### src/core/dbesc_defines.vh
// constants for the dc bus energy saving controller
// assumes a 40 mhz control clock; times are held in seconds
// Function
// - saving state reported, dc bus charge dropped
// - run request exits saving, charges, then runs
// - bus uncharged at exit timeout raises error
// - mode from delay and input configuration
// - delay configured: power on straight into saving
// - motor stop starts delay, then saving
// - manual mode: power on charges the bus
// - rising edge enters saving if stopped, idle
// - falling edge in saving returns to normal
// - run after recharge starts with no delay
// - rising edge during delay enters saving early
// - falling edge during delay ignored
// - delay disabled or 0 to 32400 s
// - mains contactor forces delay and input off
// - input from digital inputs or command bits
// - command bits 1 to 10 need io profile
// - exit timeout 1 to 999 s, reset 5 s
// - run held off up to exit timeout
`ifndef DBESC_DEFINES_VH
`define DBESC_DEFINES_VH
`define DBESC_CLK_HZ        26'h2625a00
`define DBESC_DELAY_MAX_S   15'h7e90
`define DBESC_TMO_MIN_S     10'h001
`define DBESC_TMO_MAX_S     10'h3e7
`define DBESC_TMO_RST_S     10'h005
`define DBESC_NUM_DI        6
`define DBESC_NUM_WORDS     5
// input select: 0 none, 1..6 digital input, 8+16*w+b command word w bit b
`define DBESC_SEL_NONE      7'h00
`define DBESC_SEL_CMD_BASE  7'h08
`endif

### src/core/dbesc_sec_tick.v
// one pulse per second from the control clock
// assumes the synchronised active low reset of the top
`timescale 1ns/1ps
`include "dbesc_defines.vh"
module dbesc_sec_tick (
	input  wire i_ref_clk,
	input  wire i_rst_n,
	input  wire i_clear,
	output reg  o_tick
);
	localparam [25:0] LAST = `DBESC_CLK_HZ - 26'h0000001;
	reg [25:0] count;
	always @(posedge i_ref_clk or negedge i_rst_n) begin
		if (!i_rst_n) begin
			count  <= 26'h0000000;
			o_tick <= 1'b0;
		end else if (i_clear || count == LAST) begin
			count  <= 26'h0000000;
			o_tick <= !i_clear;
		end else begin
			count  <= count + 26'h0000001;
			o_tick <= 1'b0;
		end
	end
endmodule // dbesc_sec_tick

### src/core/dbesc_ctrl.v
// dc bus energy saving controller
// assumes all inputs synchronous to i_ref_clk; config stable while used
`timescale 1ns/1ps
`include "dbesc_defines.vh"
module dbesc_ctrl (
	input  wire        i_ref_clk,
	input  wire        i_nrst,
	input  wire        i_delay_en,
	input  wire [14:0] i_delay_s,
	input  wire [6:0]  i_saving_input_select,
	input  wire [9:0]  i_exit_timeout_s,
	input  wire        i_mains_contactor_assigned,
	input  wire        i_io_profile,
	input  wire [5:0]  i_physical_digital_input,
	input  wire [74:0] i_cmd_words,
	input  wire        i_motor_stopped,
	input  wire        i_run_request,
	input  wire        i_bus_charged,
	output reg         o_energy_saving,
	output reg         o_bus_charge_en,
	output reg         o_run_enable,
	output reg         o_exit_error,
	output reg  [1:0]  o_mode
);
	localparam [1:0] MODE_OFF    = 2'h0;
	localparam [1:0] MODE_AUTO   = 2'h1;
	localparam [1:0] MODE_MANUAL = 2'h2;
	localparam [1:0] MODE_SEMI   = 2'h3;
	localparam [4:0] ST_INIT   = 5'h01;
	localparam [4:0] ST_NORMAL = 5'h02;
	localparam [4:0] ST_DELAY  = 5'h04;
	localparam [4:0] ST_SAVING = 5'h08;
	localparam [4:0] ST_EXIT   = 5'h10;

	reg        rst_meta;
	reg        rst_n;
	always @(posedge i_ref_clk or negedge i_nrst) begin
		if (!i_nrst) begin
			rst_meta <= 1'b0;
			rst_n    <= 1'b0;
		end else begin
			rst_meta <= 1'b1;
			rst_n    <= rst_meta;
		end
	end

	// effective configuration
	wire        delay_on = i_delay_en && !i_mains_contactor_assigned;
	wire [14:0] delay_lim = (i_delay_s > `DBESC_DELAY_MAX_S) ? `DBESC_DELAY_MAX_S
		: i_delay_s;
	wire [9:0]  tmo_lim = (i_exit_timeout_s < `DBESC_TMO_MIN_S) ? `DBESC_TMO_MIN_S
		: (i_exit_timeout_s > `DBESC_TMO_MAX_S) ? `DBESC_TMO_MAX_S
		: i_exit_timeout_s;

	// input selection
	wire [6:0] cmd_idx = i_saving_input_select - `DBESC_SEL_CMD_BASE;
	wire [2:0] cmd_word = cmd_idx[6:4];
	wire [3:0] cmd_bit = cmd_idx[3:0];
	reg        sel_valid;
	reg        sel_level;
	always @* begin
		sel_valid = 1'b0;
		sel_level = 1'b0;
		if (i_saving_input_select != `DBESC_SEL_NONE
				&& i_saving_input_select <= `DBESC_NUM_DI) begin
			sel_valid = 1'b1;
			sel_level = i_physical_digital_input[i_saving_input_select[2:0] - 3'h1];
		end else if (i_saving_input_select >= `DBESC_SEL_CMD_BASE
				&& cmd_word < `DBESC_NUM_WORDS && cmd_bit != 4'h0
				&& (cmd_bit > 4'ha || i_io_profile)) begin
			sel_valid = 1'b1;
			sel_level = i_cmd_words[cmd_word * 15 + cmd_bit - 1];
		end
	end
	wire input_on = sel_valid && !i_mains_contactor_assigned;

	always @* begin
		case ({delay_on, input_on})
			2'b10:   o_mode = MODE_AUTO;
			2'b01:   o_mode = MODE_MANUAL;
			2'b11:   o_mode = MODE_SEMI;
			default: o_mode = MODE_OFF;
		endcase
	end

	reg  in_prev;
	always @(posedge i_ref_clk or negedge rst_n) begin
		if (!rst_n)
			in_prev <= 1'b0;
		else
			in_prev <= sel_level && input_on;
	end
	wire rise = input_on && sel_level && !in_prev;
	wire fall = input_on && !sel_level && in_prev;

	reg  [4:0]  state;
	reg  [14:0] sec_count;
	reg         clear_tick;
	wire        tick;

	dbesc_sec_tick u_tick (
		.i_ref_clk (i_ref_clk),
		.i_rst_n   (rst_n),
		.i_clear   (clear_tick),
		.o_tick    (tick)
	);

	reg [4:0] next_state;
	always @* begin
		next_state = state;
		clear_tick = 1'b0;
		case (state)
			ST_INIT: begin
				clear_tick = 1'b1;
				next_state = delay_on ? ST_SAVING : ST_NORMAL;
			end
			ST_NORMAL: begin
				if (delay_on && i_motor_stopped && !i_run_request) begin
					next_state = ST_DELAY;
					clear_tick = 1'b1;
				end else if (rise && i_motor_stopped && !i_run_request)
					next_state = ST_SAVING;
			end
			ST_DELAY: begin
				// falling edges fall through unchanged here
				if (i_run_request || !i_motor_stopped || !delay_on)
					next_state = ST_NORMAL;
				else if (rise)
					next_state = ST_SAVING;
				else if (sec_count >= delay_lim)
					next_state = ST_SAVING;
			end
			ST_SAVING: begin
				if (i_run_request) begin
					next_state = ST_EXIT;
					clear_tick = 1'b1;
				end else if (fall)
					next_state = ST_NORMAL;
			end
			ST_EXIT: begin
				if (i_bus_charged)
					next_state = ST_NORMAL;
				else if (sec_count >= {5'h00, tmo_lim})
					next_state = ST_SAVING;
			end
			default: next_state = ST_INIT;
		endcase
	end

	always @(posedge i_ref_clk or negedge rst_n) begin
		if (!rst_n) begin
			state           <= ST_INIT;
			sec_count       <= 15'h0000;
			o_exit_error    <= 1'b0;
			o_energy_saving <= 1'b0;
			o_bus_charge_en <= 1'b0;
			o_run_enable    <= 1'b0;
		end else begin
			state <= next_state;
			if (clear_tick || next_state != state)
				sec_count <= 15'h0000;
			else if (tick && sec_count != 15'h7fff)
				sec_count <= sec_count + 15'h0001;
			if (state == ST_EXIT && next_state == ST_SAVING)
				o_exit_error <= 1'b1;
			else if (state == ST_EXIT && next_state == ST_NORMAL)
				o_exit_error <= 1'b0;
			// saving is also reported while the exit is still pending
			o_energy_saving <= next_state == ST_SAVING || next_state == ST_EXIT;
			o_bus_charge_en <= next_state != ST_SAVING && next_state != ST_INIT;
			// run waits for the bus; a bus charged early runs at once
			o_run_enable <= (next_state == ST_NORMAL || next_state == ST_DELAY)
				&& i_bus_charged && i_run_request;
		end
	end
endmodule // dbesc_ctrl

### config.mk
export PLATFORM = sky130hd
export DESIGN_NAME = dbesc_ctrl
export DESIGN_NICKNAME = d
export VERILOG_FILES = /design/src/core/dbesc_sec_tick.v /design/src/core/dbesc_ctrl.v
export VERILOG_INCLUDE_DIRS = /design/src /design/src/core
export SDC_FILE = /design/constraint.sdc
export NUM_CORES = 1
export LEC_CHECK = 0
export CAP_MARGIN = 10
export CORE_ASPECT_RATIO = 2
export CORE_MARGIN = 2
export CORE_UTILIZATION = 50
export CTS_CLUSTER_SIZE = 25
export DETAILED_ROUTE_END_ITERATION = 7
export DONT_BUFFER_PORTS = 1
export GPL_TIMING_DRIVEN = 0
export PLACE_DENSITY_LB_ADDON = 0.05
export SLEW_MARGIN = 20
export SYNTH_ARGS = -nofsm -noshare
export SYNTH_HDL_FRONTEND = slang
export SYNTH_SLANG_ARGS = --single-unit
### constraint.sdc
create_clock -name i_ref_clk -period 2.62 [get_ports i_ref_clk]
set_clock_uncertainty 0.05 [all_clocks]
set_input_delay 0.393 -clock i_ref_clk [delete_from_list [all_inputs] [get_ports i_ref_clk]]
set_output_delay 0.393 -clock i_ref_clk [all_outputs]
set_load 0.005 [all_outputs]
# After elaboration in Yosys (flattened, before gate mapping)
# Cells that the tools add are included.
word_totals:
  reg_bits: 54
  input_bits: 121
  output_inout_bits: 6
  elab_cells: 116
op_classes:
  addsub: 6
  n_mul: 1
  n_lt_le_gt_ge: 11
  n_eq_ne: 17
  muxes: 32
  reduce_logical: 38
ops:
  columns: ["cell", "n"]
  rows:
  - ["$mux 15", 3]
  - ["$mux 5", 9]
  - ["$lt 32x8->1 const B", 1]
  - ["$add 26x1->26 const B", 1]
  - ["$eq 26x26->1 const B", 1]
  - ["$mux 26", 1]
  - ["$pmux 5 s5", 1]
  - ["$logic_and 1x1->1", 20]
  - ["$mux 10", 2]
  - ["$add 15x1->15 const B", 1]
  - ["$ge 15x10->1", 1]
  - ["$ge 15x15->1", 1]
  - ["$gt 15x15->1 const B", 1]
  - ["$ne 15x15->1 const B", 1]
  - ["$mux 1", 11]
  - ["$eq 5x2->1 const B", 2]
  - ["$eq 5x3->1 const B", 2]
  - ["$eq 5x4->1 const B", 2]
  - ["$eq 5x5->1 const B", 2]
  - ["$gt 10x10->1 const B", 1]
  - ["$lt 10x1->1 const B", 1]
  - ["$sub 8x1->9 const B", 1]
  - ["$add 7x4->8", 1]
  - ["$bmux 1 s7", 1]
  - ["23 further kinds", 37]

# Depth between registers and ports, before layout
# Gate-level depths: netlist (run 1).
depth:
  ltp_word: 19
  mapped_depth: 20
  depth_no_buf: 18

# Hierarchy
# Synthesis (run 1) repeated with hierarchy kept, for this count alone.
unflattened:
  cells_unflattened: 576
  hier_area_um2: 5193.7
by_module_without_submodules:
  columns: ["mod", "n_inst", "cells_each", "area_each_um2", "seq_area_each_um2"]
  rows:
  - ["dbesc_ctrl", 1, 427, 3783.6, 676.9]
  - ["dbesc_sec_tick", 1, 149, 1410.1, 675.6]

# Worst setup path after synthesis (run 1)
# No wires, ideal clock.
synth_timing:
  path_kind: "input-to-reg"
  start: "input port i_saving_input_select[3]"
  end: "register sec_count[13]"
  setup_ns: 0.123
  arrival_ns: 4.441
  required_ns: 2.447
  slack_ns: -1.994
  path_stages: 18
  n_path_buf: 3
  cell_sequence: "inv_1 -> ha_1 -> xor2_1 -> nor2_1 -> fa_1 -> inv_1 -> fa_1 -> buf_2 -> buf_2 -> mux4_2 -> mux2i_1 -> a21oi_1 -> a211o_1 -> and4_4 -> o31a_1 -> a211oi_4 -> buf_6 -> a21oi_2"
synth_via:
  elab_chain_cells: 18
  elab_cells_between_ends: 40
  classes_between: "add/sub (3); mul (1); order compare (4); eq/ne (1); mux (14); reduce/logical (17)"
synth_lines:
  columns: ["element", "line", "source"]
  rows:
  - ["start: declaration", "dbesc_ctrl.v:10", "input wire [6:0] i_saving_input_select,"]
  - ["$sub 7x4->7 (no line)", null, null]
  - ["$mul 3x4->7 / $lt 3x3->1 (equally long branches)", null, null]
  - ["$add 7x4->8 / $logic_and 1x1->1 (equally long branches)", null, null]
  - ["$sub 8x1->9 / $logic_and 1x1->1 (equally long branches)", "dbesc_ctrl.v:72, dbesc_ctrl.v:68", null]
  - ["$bmux 1 s7 / $logic_and 1x1->1 (equally long branches)", "dbesc_ctrl.v:72, dbesc_ctrl.v:68", null]
  - ["$mux 1 (on tied branches)", "dbesc_ctrl.v:72, dbesc_ctrl.v:68", null]
  - ["$mux 1 (on tied branches)", "dbesc_ctrl.v:68, dbesc_ctrl.v:64", null]
  - ["$mux 1 / $logic_and 1x1->1 (equally long branches)", "dbesc_ctrl.v:64, dbesc_ctrl.v:75", null]
  - ["$logic_and 1x1->1 (2 in series)", "dbesc_ctrl.v:93", "wire rise = input_on && sel_level && !in_prev;"]
  - ["$logic_and 1x1->1 (2 in series)", "dbesc_ctrl.v:121", "end else if (rise && i_motor_stopped && !i_run_request)"]
  - ["$mux 5", "dbesc_ctrl.v:121", null]
  - ["$mux 5", "dbesc_ctrl.v:118", "if (delay_on && i_motor_stopped && !i_run_request) begin"]
  - ["$pmux 5 s5 *", "dbesc_ctrl.v:112", "case (state)"]
  - ["$ne 5x5->1 *", "dbesc_ctrl.v:160", "if (clear_tick || next_state != state)"]
  - ["$logic_or 1x1->1 *", "dbesc_ctrl.v:160", null]
  - ["$mux 15 / $reduce_bool 2->1 (equally long branches)", null, null]
  - ["end signal: assignment", "dbesc_ctrl.v:163", "sec_count <= sec_count + 15'h0001;"]
  - ["end: declaration", "dbesc_ctrl.v:97", "reg [14:0] sec_count;"]
# Mark *: on every way between the ends. The rest lies on a longest branch, timed or not. The select of a mux whose other input is x is not followed.
# A chain may end at the register's enable or synchronous reset.

# Worst setup path in the final report (run 1)
layout_timing:
  start: "input port i_saving_input_select[4]"
  end: "register sec_count[6]"
# Same word-level chain as after synthesis.

==> results of run 1 <==
## metrics by stage
step                TNS (ns)  setup slack (ns)  total power [W]  util (%)
floorplan             -32.83             -1.69          0.00216         -
global placement      -44.80             -2.15          0.00243      54.1
detailed placement    -45.10             -2.18          0.00245      54.2
CTS                   -32.44             -1.62          0.00332      57.2
global route          -36.36             -1.80          0.00364      59.1
finish                -32.96             -1.65          0.00344      59.1
## registers in the layout (all words and copies together), names as in the netlist
register	flops
in_prev	1
o_bus_charge_en	1
o_energy_saving	1
o_exit_error	1
o_run_enable	1
rst_meta	1
rst_n	1
sec_count	15
state	5
u_tick.count	26
u_tick.o_tick	1
## logic make-up after synthesis
logic type	synth area share, %
simple gates	20.4
compound gates	14.5
flops	28.1
fa+ha+maj	12.5
xor+xnor	8.37
buf+inv	4.39
mux	11.6
other cells	0.0779
## power by group
group | internal (W) | switching (W)
registers | 0.000901 | 0.0000688
clock network | 0.000453 | 0.000296
logic | 0.000874 | 0.000844
## metal layers
layer / global-route usage, % / vias up
met5: 0 / -
met1: 19.9 / 1886
met3: 2.54 / 20
li1: - / 1912
met2: 48.5 / 126
met4: 8.33 / 0
## timing repair
item                                    CTS  global route
endpoints found under the setup margin   41            42
gates cloned                              1             3
setup buffers                             9             5
hold buffers                              1             0
resized for setup                        10            19
hold endpoints to repair                  2             0
pin swaps                                 7            21
## final cells by class
class                           count  share of cell area (%)
Inverter                           34                    2.44
Clock inverter                      2                   0.700
Sequential cell                    54                    24.5
Timing Repair Buffer               19                    3.48
Multi-Input combinational cell    413                    62.0
Clock buffer                        6                    2.32
Buffer                             12                    2.28
Tap cell                          104                    2.35
## worst reg2reg max path, cell delays in order (launching register included)
cell,delay [ns]
dfrtp_1,0.42
inv_1,0.10
ha_1,0.29
nand2b_1,0.14
a21o_1,0.18
a21o_1,0.17
a21oi_1,0.16
o21ai_1,0.10
a221oi_1,0.33
o21ai_1,0.19
a211o_4,0.40
clkbuf_16,0.18
a21oi_2,0.10
## path summary, 6_finish.rpt
path	end	slack, ns	depth (start not counted)
setup / recovery	sec_count[6]	-1.65	18
hold / removal	o_exit_error	0.15	1
setup reg to reg	sec_count[6]	-0.24	12
hold reg to reg	rst_n	0.31	0
max in group asynchronous	sec_count[3]	1.72	0
min in group asynchronous	rst_meta	0.27	1
## placed cells by master (no fill, tap or decap), types with 8 or more instances in the layout
cell / instances
xor2_1: 24
nor2b_1: 11
nand3_1: 23
xnor2_1: 19
nand2_1: 27
o21ai_1: 9
mux4_2: 19
buf_4: 11
nand4_1: 16
a21oi_2: 11
ha_1: 38
dfrtp_1: 52
and3_1: 8
nor2_1: 56
inv_1: 28
mux2i_1: 11
a21oi_1: 20
a21o_1: 11
==> impl_metrics.json, run 1 <==
{
  "core-area_mm2": 0.00938,
  "synthArstFlopShare_pct": 100,
  "ant_nets": 0,
  "hold_start": "i_bus_charged",
  "yosysTopAreaCellShare_pct": 27.5,
  "ys_seq_area_share_pct": 28.1,
  "syn_nets": 681,
  "cp_slowest_cell": "fa_1",
  "antenna_found_initial": 0,
  "routed-via-count": 3944,
  "seq_area_mm2": 0.00136,
  "grt_overflow": 0,
  "cp-start-kind": "input pin",
  "clk_pin_slew_ns": 0.06,
  "drv_slew": 0,
  "crit_top_cell": "fa_1",
  "failed_checks": "setup timing",
  "fin_cells": 644,
  "grt_use_total_pct": 22.8,
  "cp_data_arrival_time_ns": 4.44,
  "gp_congestion": 0.816,
  "multi_input_area_mm2": 0.00344,
  "routed-wl-met3_um": 465,
  "cts_buffer_depth": 2,
  "max_freq_mhz": 234,
  "clkSinkCount": 54,
  "syn_avg_cell_area_um2": 9.39,
  "fin_crit_sh_pct": 163,
  "cpPeakStageDelay_ns": 0.57,
  "critPathLaunch": "i_saving_input_select[4]",
  "ys_ff_latch": 54,
  "drt-met1-wl_um": 3750,
  "top_layer": "met4",
  "layout-drive-gt1-share_pct": 19.1,
  "via_per_inst": 6.12,
  "post-route-min-period_ns": 4.27,
  "layout_setup_ws_ns": -1.65,
  "n_antenna_cell": 0,
  "io-pin-count": 127,
  "synth_edf_count": 0,
  "htreeDepth": 2,
  "synth_warnings": 0,
  "crit_fanout": 7,
  "setup_violations": 21,
  "cp.required_ns": 2.79,
  "hold_ws_ns": 0.152,
  "dp_hpwl_um": 9520,
  "synth_most_common_cell": "nor2_1",
  "area_delta_synth_final_pct": 15.2,
  "hold_viol": 0,
  "grt_max_degree": 53,
  "clk_latency_ns": 0.29,
  "path_cells": "clkinvlp_4 > ha_4 > xor2_4 > nor2_2 > fa_1 > inv_2 > fa_1 > buf_6 > mux4_2 > nor2b_4 > a211oi_2 > a21oi_1 > a211o_1 > and4_4 > o21a_4 > a211o_4 > clkbuf_16 > a21oi_2",
  "final_area_mm2": 0.00554,
  "hold_path_class": "input pin to register",
  "grt_pass1_vias": 4087,
  "rsz0062_at_grt": "yes",
  "grt_first_pass_wirelength_um": 18500,
  "drtPass1Iterations": 4,
  "relSlewSlack_pct": 54.3,
  "postSynthCellCount": 513,
  "cp_num_buf_inv": 4,
  "yosysTopAreaCell": "dfrtp_1",
  "critical_path.top_delay_family": "compound AO/OA/AOI/OAI gates",
  "num_rows": 50,
  "die_x_um": 73.4,
  "worstSetupPathType": "input pin to register",
  "cts_tree": "built",
  "synth_area_mm2": 0.00481,
  "dr_wl_met2_um": 7330,
  "synth.area.top_cells": "dfrtp_1, ha_1, mux4_2, xor2_1, nor2_1",
  "power_density_mw_per_mm2": 620,
  "drt_iter0_markers": 119,
  "initial_core_util_pct": 51.3,
  "status": "complete, but fails checks",
  "wirelength_um": 11800,
  "root_buffer": "clkbuf_16",
  "dpl.cell_count": 617,
  "portBuffers": 0,
  "p_leak_nw": 2.47,
  "synthTopCellsByCount": "nor2_1, dfrtp_1, ha_1",
  "synth_cell_type_count": 65,
  "ys.flop_type": "dfrtp_1",
  "drc": 0,
  "place_area_mm2": 0.00508,
  "wl_per_cell_um": 18.4,
  "die_h_um": 143,
  "nets": 707,
  "vdd_drop_max_mv": 0.435,
  "r2r-start": "sec_count[0]",
  "drv_cap": 0,
  "worstSetupEndpointType": "register",
  "num-fill-cells": 839,
  "max_slew.worst_pin.slew_ns": 0.686,
  "dieArea_mm2": 0.0105,
  "cts_made_buffers": 5
}
Note: power is estimated with default switching activity, not from simulation.
==> run 2, diff against run 1 <==
Settings changed: CORE_MARGIN 2 to default, CORE_UTILIZATION 50 to 55, TNS_END_PERCENT from default to 20.
==> run 2 against run 1 <==
  * The run still ends with setup timing left
  * Count of clock-buffer cells in the layout stayed put
  * Cell count is 0.78% lower
  * Maximum frequency is 0.75% lower
  * First-iteration DRC count is 23% higher
  * Worst hold slack worse by 0.021 ns
  * Largest power group unchanged
  * Register-to-register slack better by 0.10 ns
  * Non-clock buffer count is 1 lower
==> impl_metrics.json, run 2 (synthesized netlist as in run 1, its figures left out) <==
{
  "antenna_found_initial": 0,
  "fin_crit_sh_pct": 164,
  "max_slew.worst_pin.slew_ns": 0.659,
  "grt_overflow": 0,
  "area_delta_synth_final_pct": 14.8,
  "path_cells": "clkinvlp_4 > ha_4 > xor2_4 > buf_4 > inv_2 > xnor2_2 > ha_2 > inv_1 > fa_1 > buf_6 > buf_6 > clkbuf_16 > mux4_2 > mux2i_1 > mux2i_1 > nand3_1 > o211ai_1 > and4_4 > o31a_1 > a211oi_4 > buf_6 > buf_6 > a21oi_2",
  "cp.required_ns": 2.74,
  "grt_pass1_vias": 4107,
  "finish.utilization_pct": 64.4,
  "rsz0062_at_grt": "yes",
  "crit_top_cell": "buf_6",
  "reg_top3": "u_tick.count (26), sec_count (15), state (5)",
  "cp_slowest_cell": "fa_1",
  "clk_latency_ns": 0.29,
  "cp-start-kind": "input pin",
  "dieArea_mm2": 0.00915,
  "cts_tree": "built",
  "clk_pin_slew_ns": 0.07,
  "drtPass1Iterations": 4,
  "worstSetupEndpointType": "register",
  "hold_start": "i_bus_charged",
  "status": "complete, but fails checks",
  "failed_checks": "setup timing",
  "die_h_um": 134,
  "layout_setup_ws_ns": -1.68,
  "core-area_mm2": 0.00859,
  "htreeDepth": 2,
  "portBuffers": 0,
  "reg2regPathDepth": 12,
  "vdd_drop_max_mv": 0.523,
  "drc": 0,
  "power_density_mw_per_mm2": 627,
  "clkSinkCount": 54,
  "layout_commonest_cell": "nor2_1",
  "hold_depth": 1,
  "num_rows": 48,
  "hold_viol": 0,
  "largest_reg_flops": 26,
  "cts_buffer_depth": 2,
  "via_per_inst": 6.18,
  "routed-via-count": 3946,
  "initial_core_util_pct": 56.1,
  "final_cell_mix": "nor2_1, dfrtp_1, ha_1",
  "p_leak_nw": 2.46,
  "grt_max_degree": 53,
  "setup_violations": 21,
  "fin_cells": 639,
  "nets": 706,
  "relSlewSlack_pct": 56.0,
  "cp_data_arrival_time_ns": 4.43,
  "crit_fanout": 6,
  "layout-drive-gt1-share_pct": 19.1,
  "hold_path_class": "input pin to register",
  "max_freq_mhz": 232,
  "critical_path.top_delay_family": "buffers and inverters",
  "grt_first_pass_wirelength_um": 18000,
  "reg2reg_to": "sec_count[6]",
  "die_x_um": 68.2,
  "drv_cap": 0,
  "gp_congestion": 0.867,
  "drt_iter0_markers": 146,
  "wirelength_um": 11700,
  "top_register": "u_tick.count",
  "n_antenna_cell": 0,
  "grt_use_total_pct": 26.4,
  "post-route-min-period_ns": 4.30,
  "dp_hpwl_um": 9360,
  "power_w": 0.00346,
  "io-pin-count": 127,
  "dpl.cell_count": 613,
  "cpPeakStageDelay_ns": 0.55,
  "r2r-start": "sec_count[0]",
  "worstHoldEndpoint": "o_exit_error",
  "r2r_setup_slack_ns": -0.14,
  "drv_slew": 0,
  "ant_nets": 0,
  "wl_per_cell_um": 18.4,
  "cts_made_buffers": 5,
  "cp_num_buf_inv": 9,
  "root_buffer": "clkbuf_16",
  "place_worst_setup_slack_ns": -2.16,
  "worstSetupPathType": "input pin to register"
}
-- run 2: stage by stage --
step | TNS, ns | hold WS [ns] | instance area [µm²]
finish | -33.54 | 0.131 | 5530
global route | -35.61 | 0.125 | 5530
CTS | -31.56 | 0.131 | 5390
detailed placement | -44.90 | 0.0475 | 5080
global placement | -43.84 | 0.0475 | 5070
floorplan | -33.07 | 0.0474 | 4950
-- run 2: metal layers --
| metal | vias to the layer above | share of wire (%) | track usage (%) |
|---|---|---|---|
| met5 | - | 0 | 0 |
| met4 | 0 | 3.1 | 10.2 |
| met3 | 21 | 3.5 | 4.17 |
| met2 | 104 | 62 | 55.3 |
| met1 | 1905 | 31 | 21.6 |
| li1 | 1916 | - | - |
-- run 2: area by class of cell --
cell class / instances / area (µm²)
inverter: 34 / 138
timing repair buffer: 18 / 186
sequential: 54 / 1360
multi-input combinational: 413 / 3430
buffer: 12 / 123
clock inverter: 2 / 38.8
fill: 733 / 3060
clock buffer: 6 / 129
tap: 100 / 125
-- run 2: worst max path at each step --
stage / startpoint / to / slack, ns / cells past startpoint
after floorplan: i_saving_input_select[3] / sec_count[13] / -1.69 / 18
after global placement: i_saving_input_select[3] / sec_count[11] / -2.12 / 18
after detailed placement: i_saving_input_select[3] / sec_count[13] / -2.16 / 17
after CTS: i_saving_input_select[4] / sec_count[5] / -1.58 / 19
after global routing: i_saving_input_select[3] / sec_count[6] / -1.77 / 23
final: i_saving_input_select[4] / sec_count[6] / -1.68 / 23
-- run 2: timing repair --
item,4_1_cts,5_1_grt
buffers inserted,9,6
pin swaps,8,14
gates resized for setup,14,19
setup endpoints to repair,41,41
hold endpoints to repair,2,0
cloned,1,1
hold buffers,1,0
-- run 2: where the power goes --
| part | internal [W] | switching [W] |
|---|---|---|
| Sequential | 0.000901 | 0.0000700 |
| Combinational | 0.000887 | 0.000855 |
| Clock | 0.000453 | 0.000298 |
| Total | 0.00224 | 0.00122 |
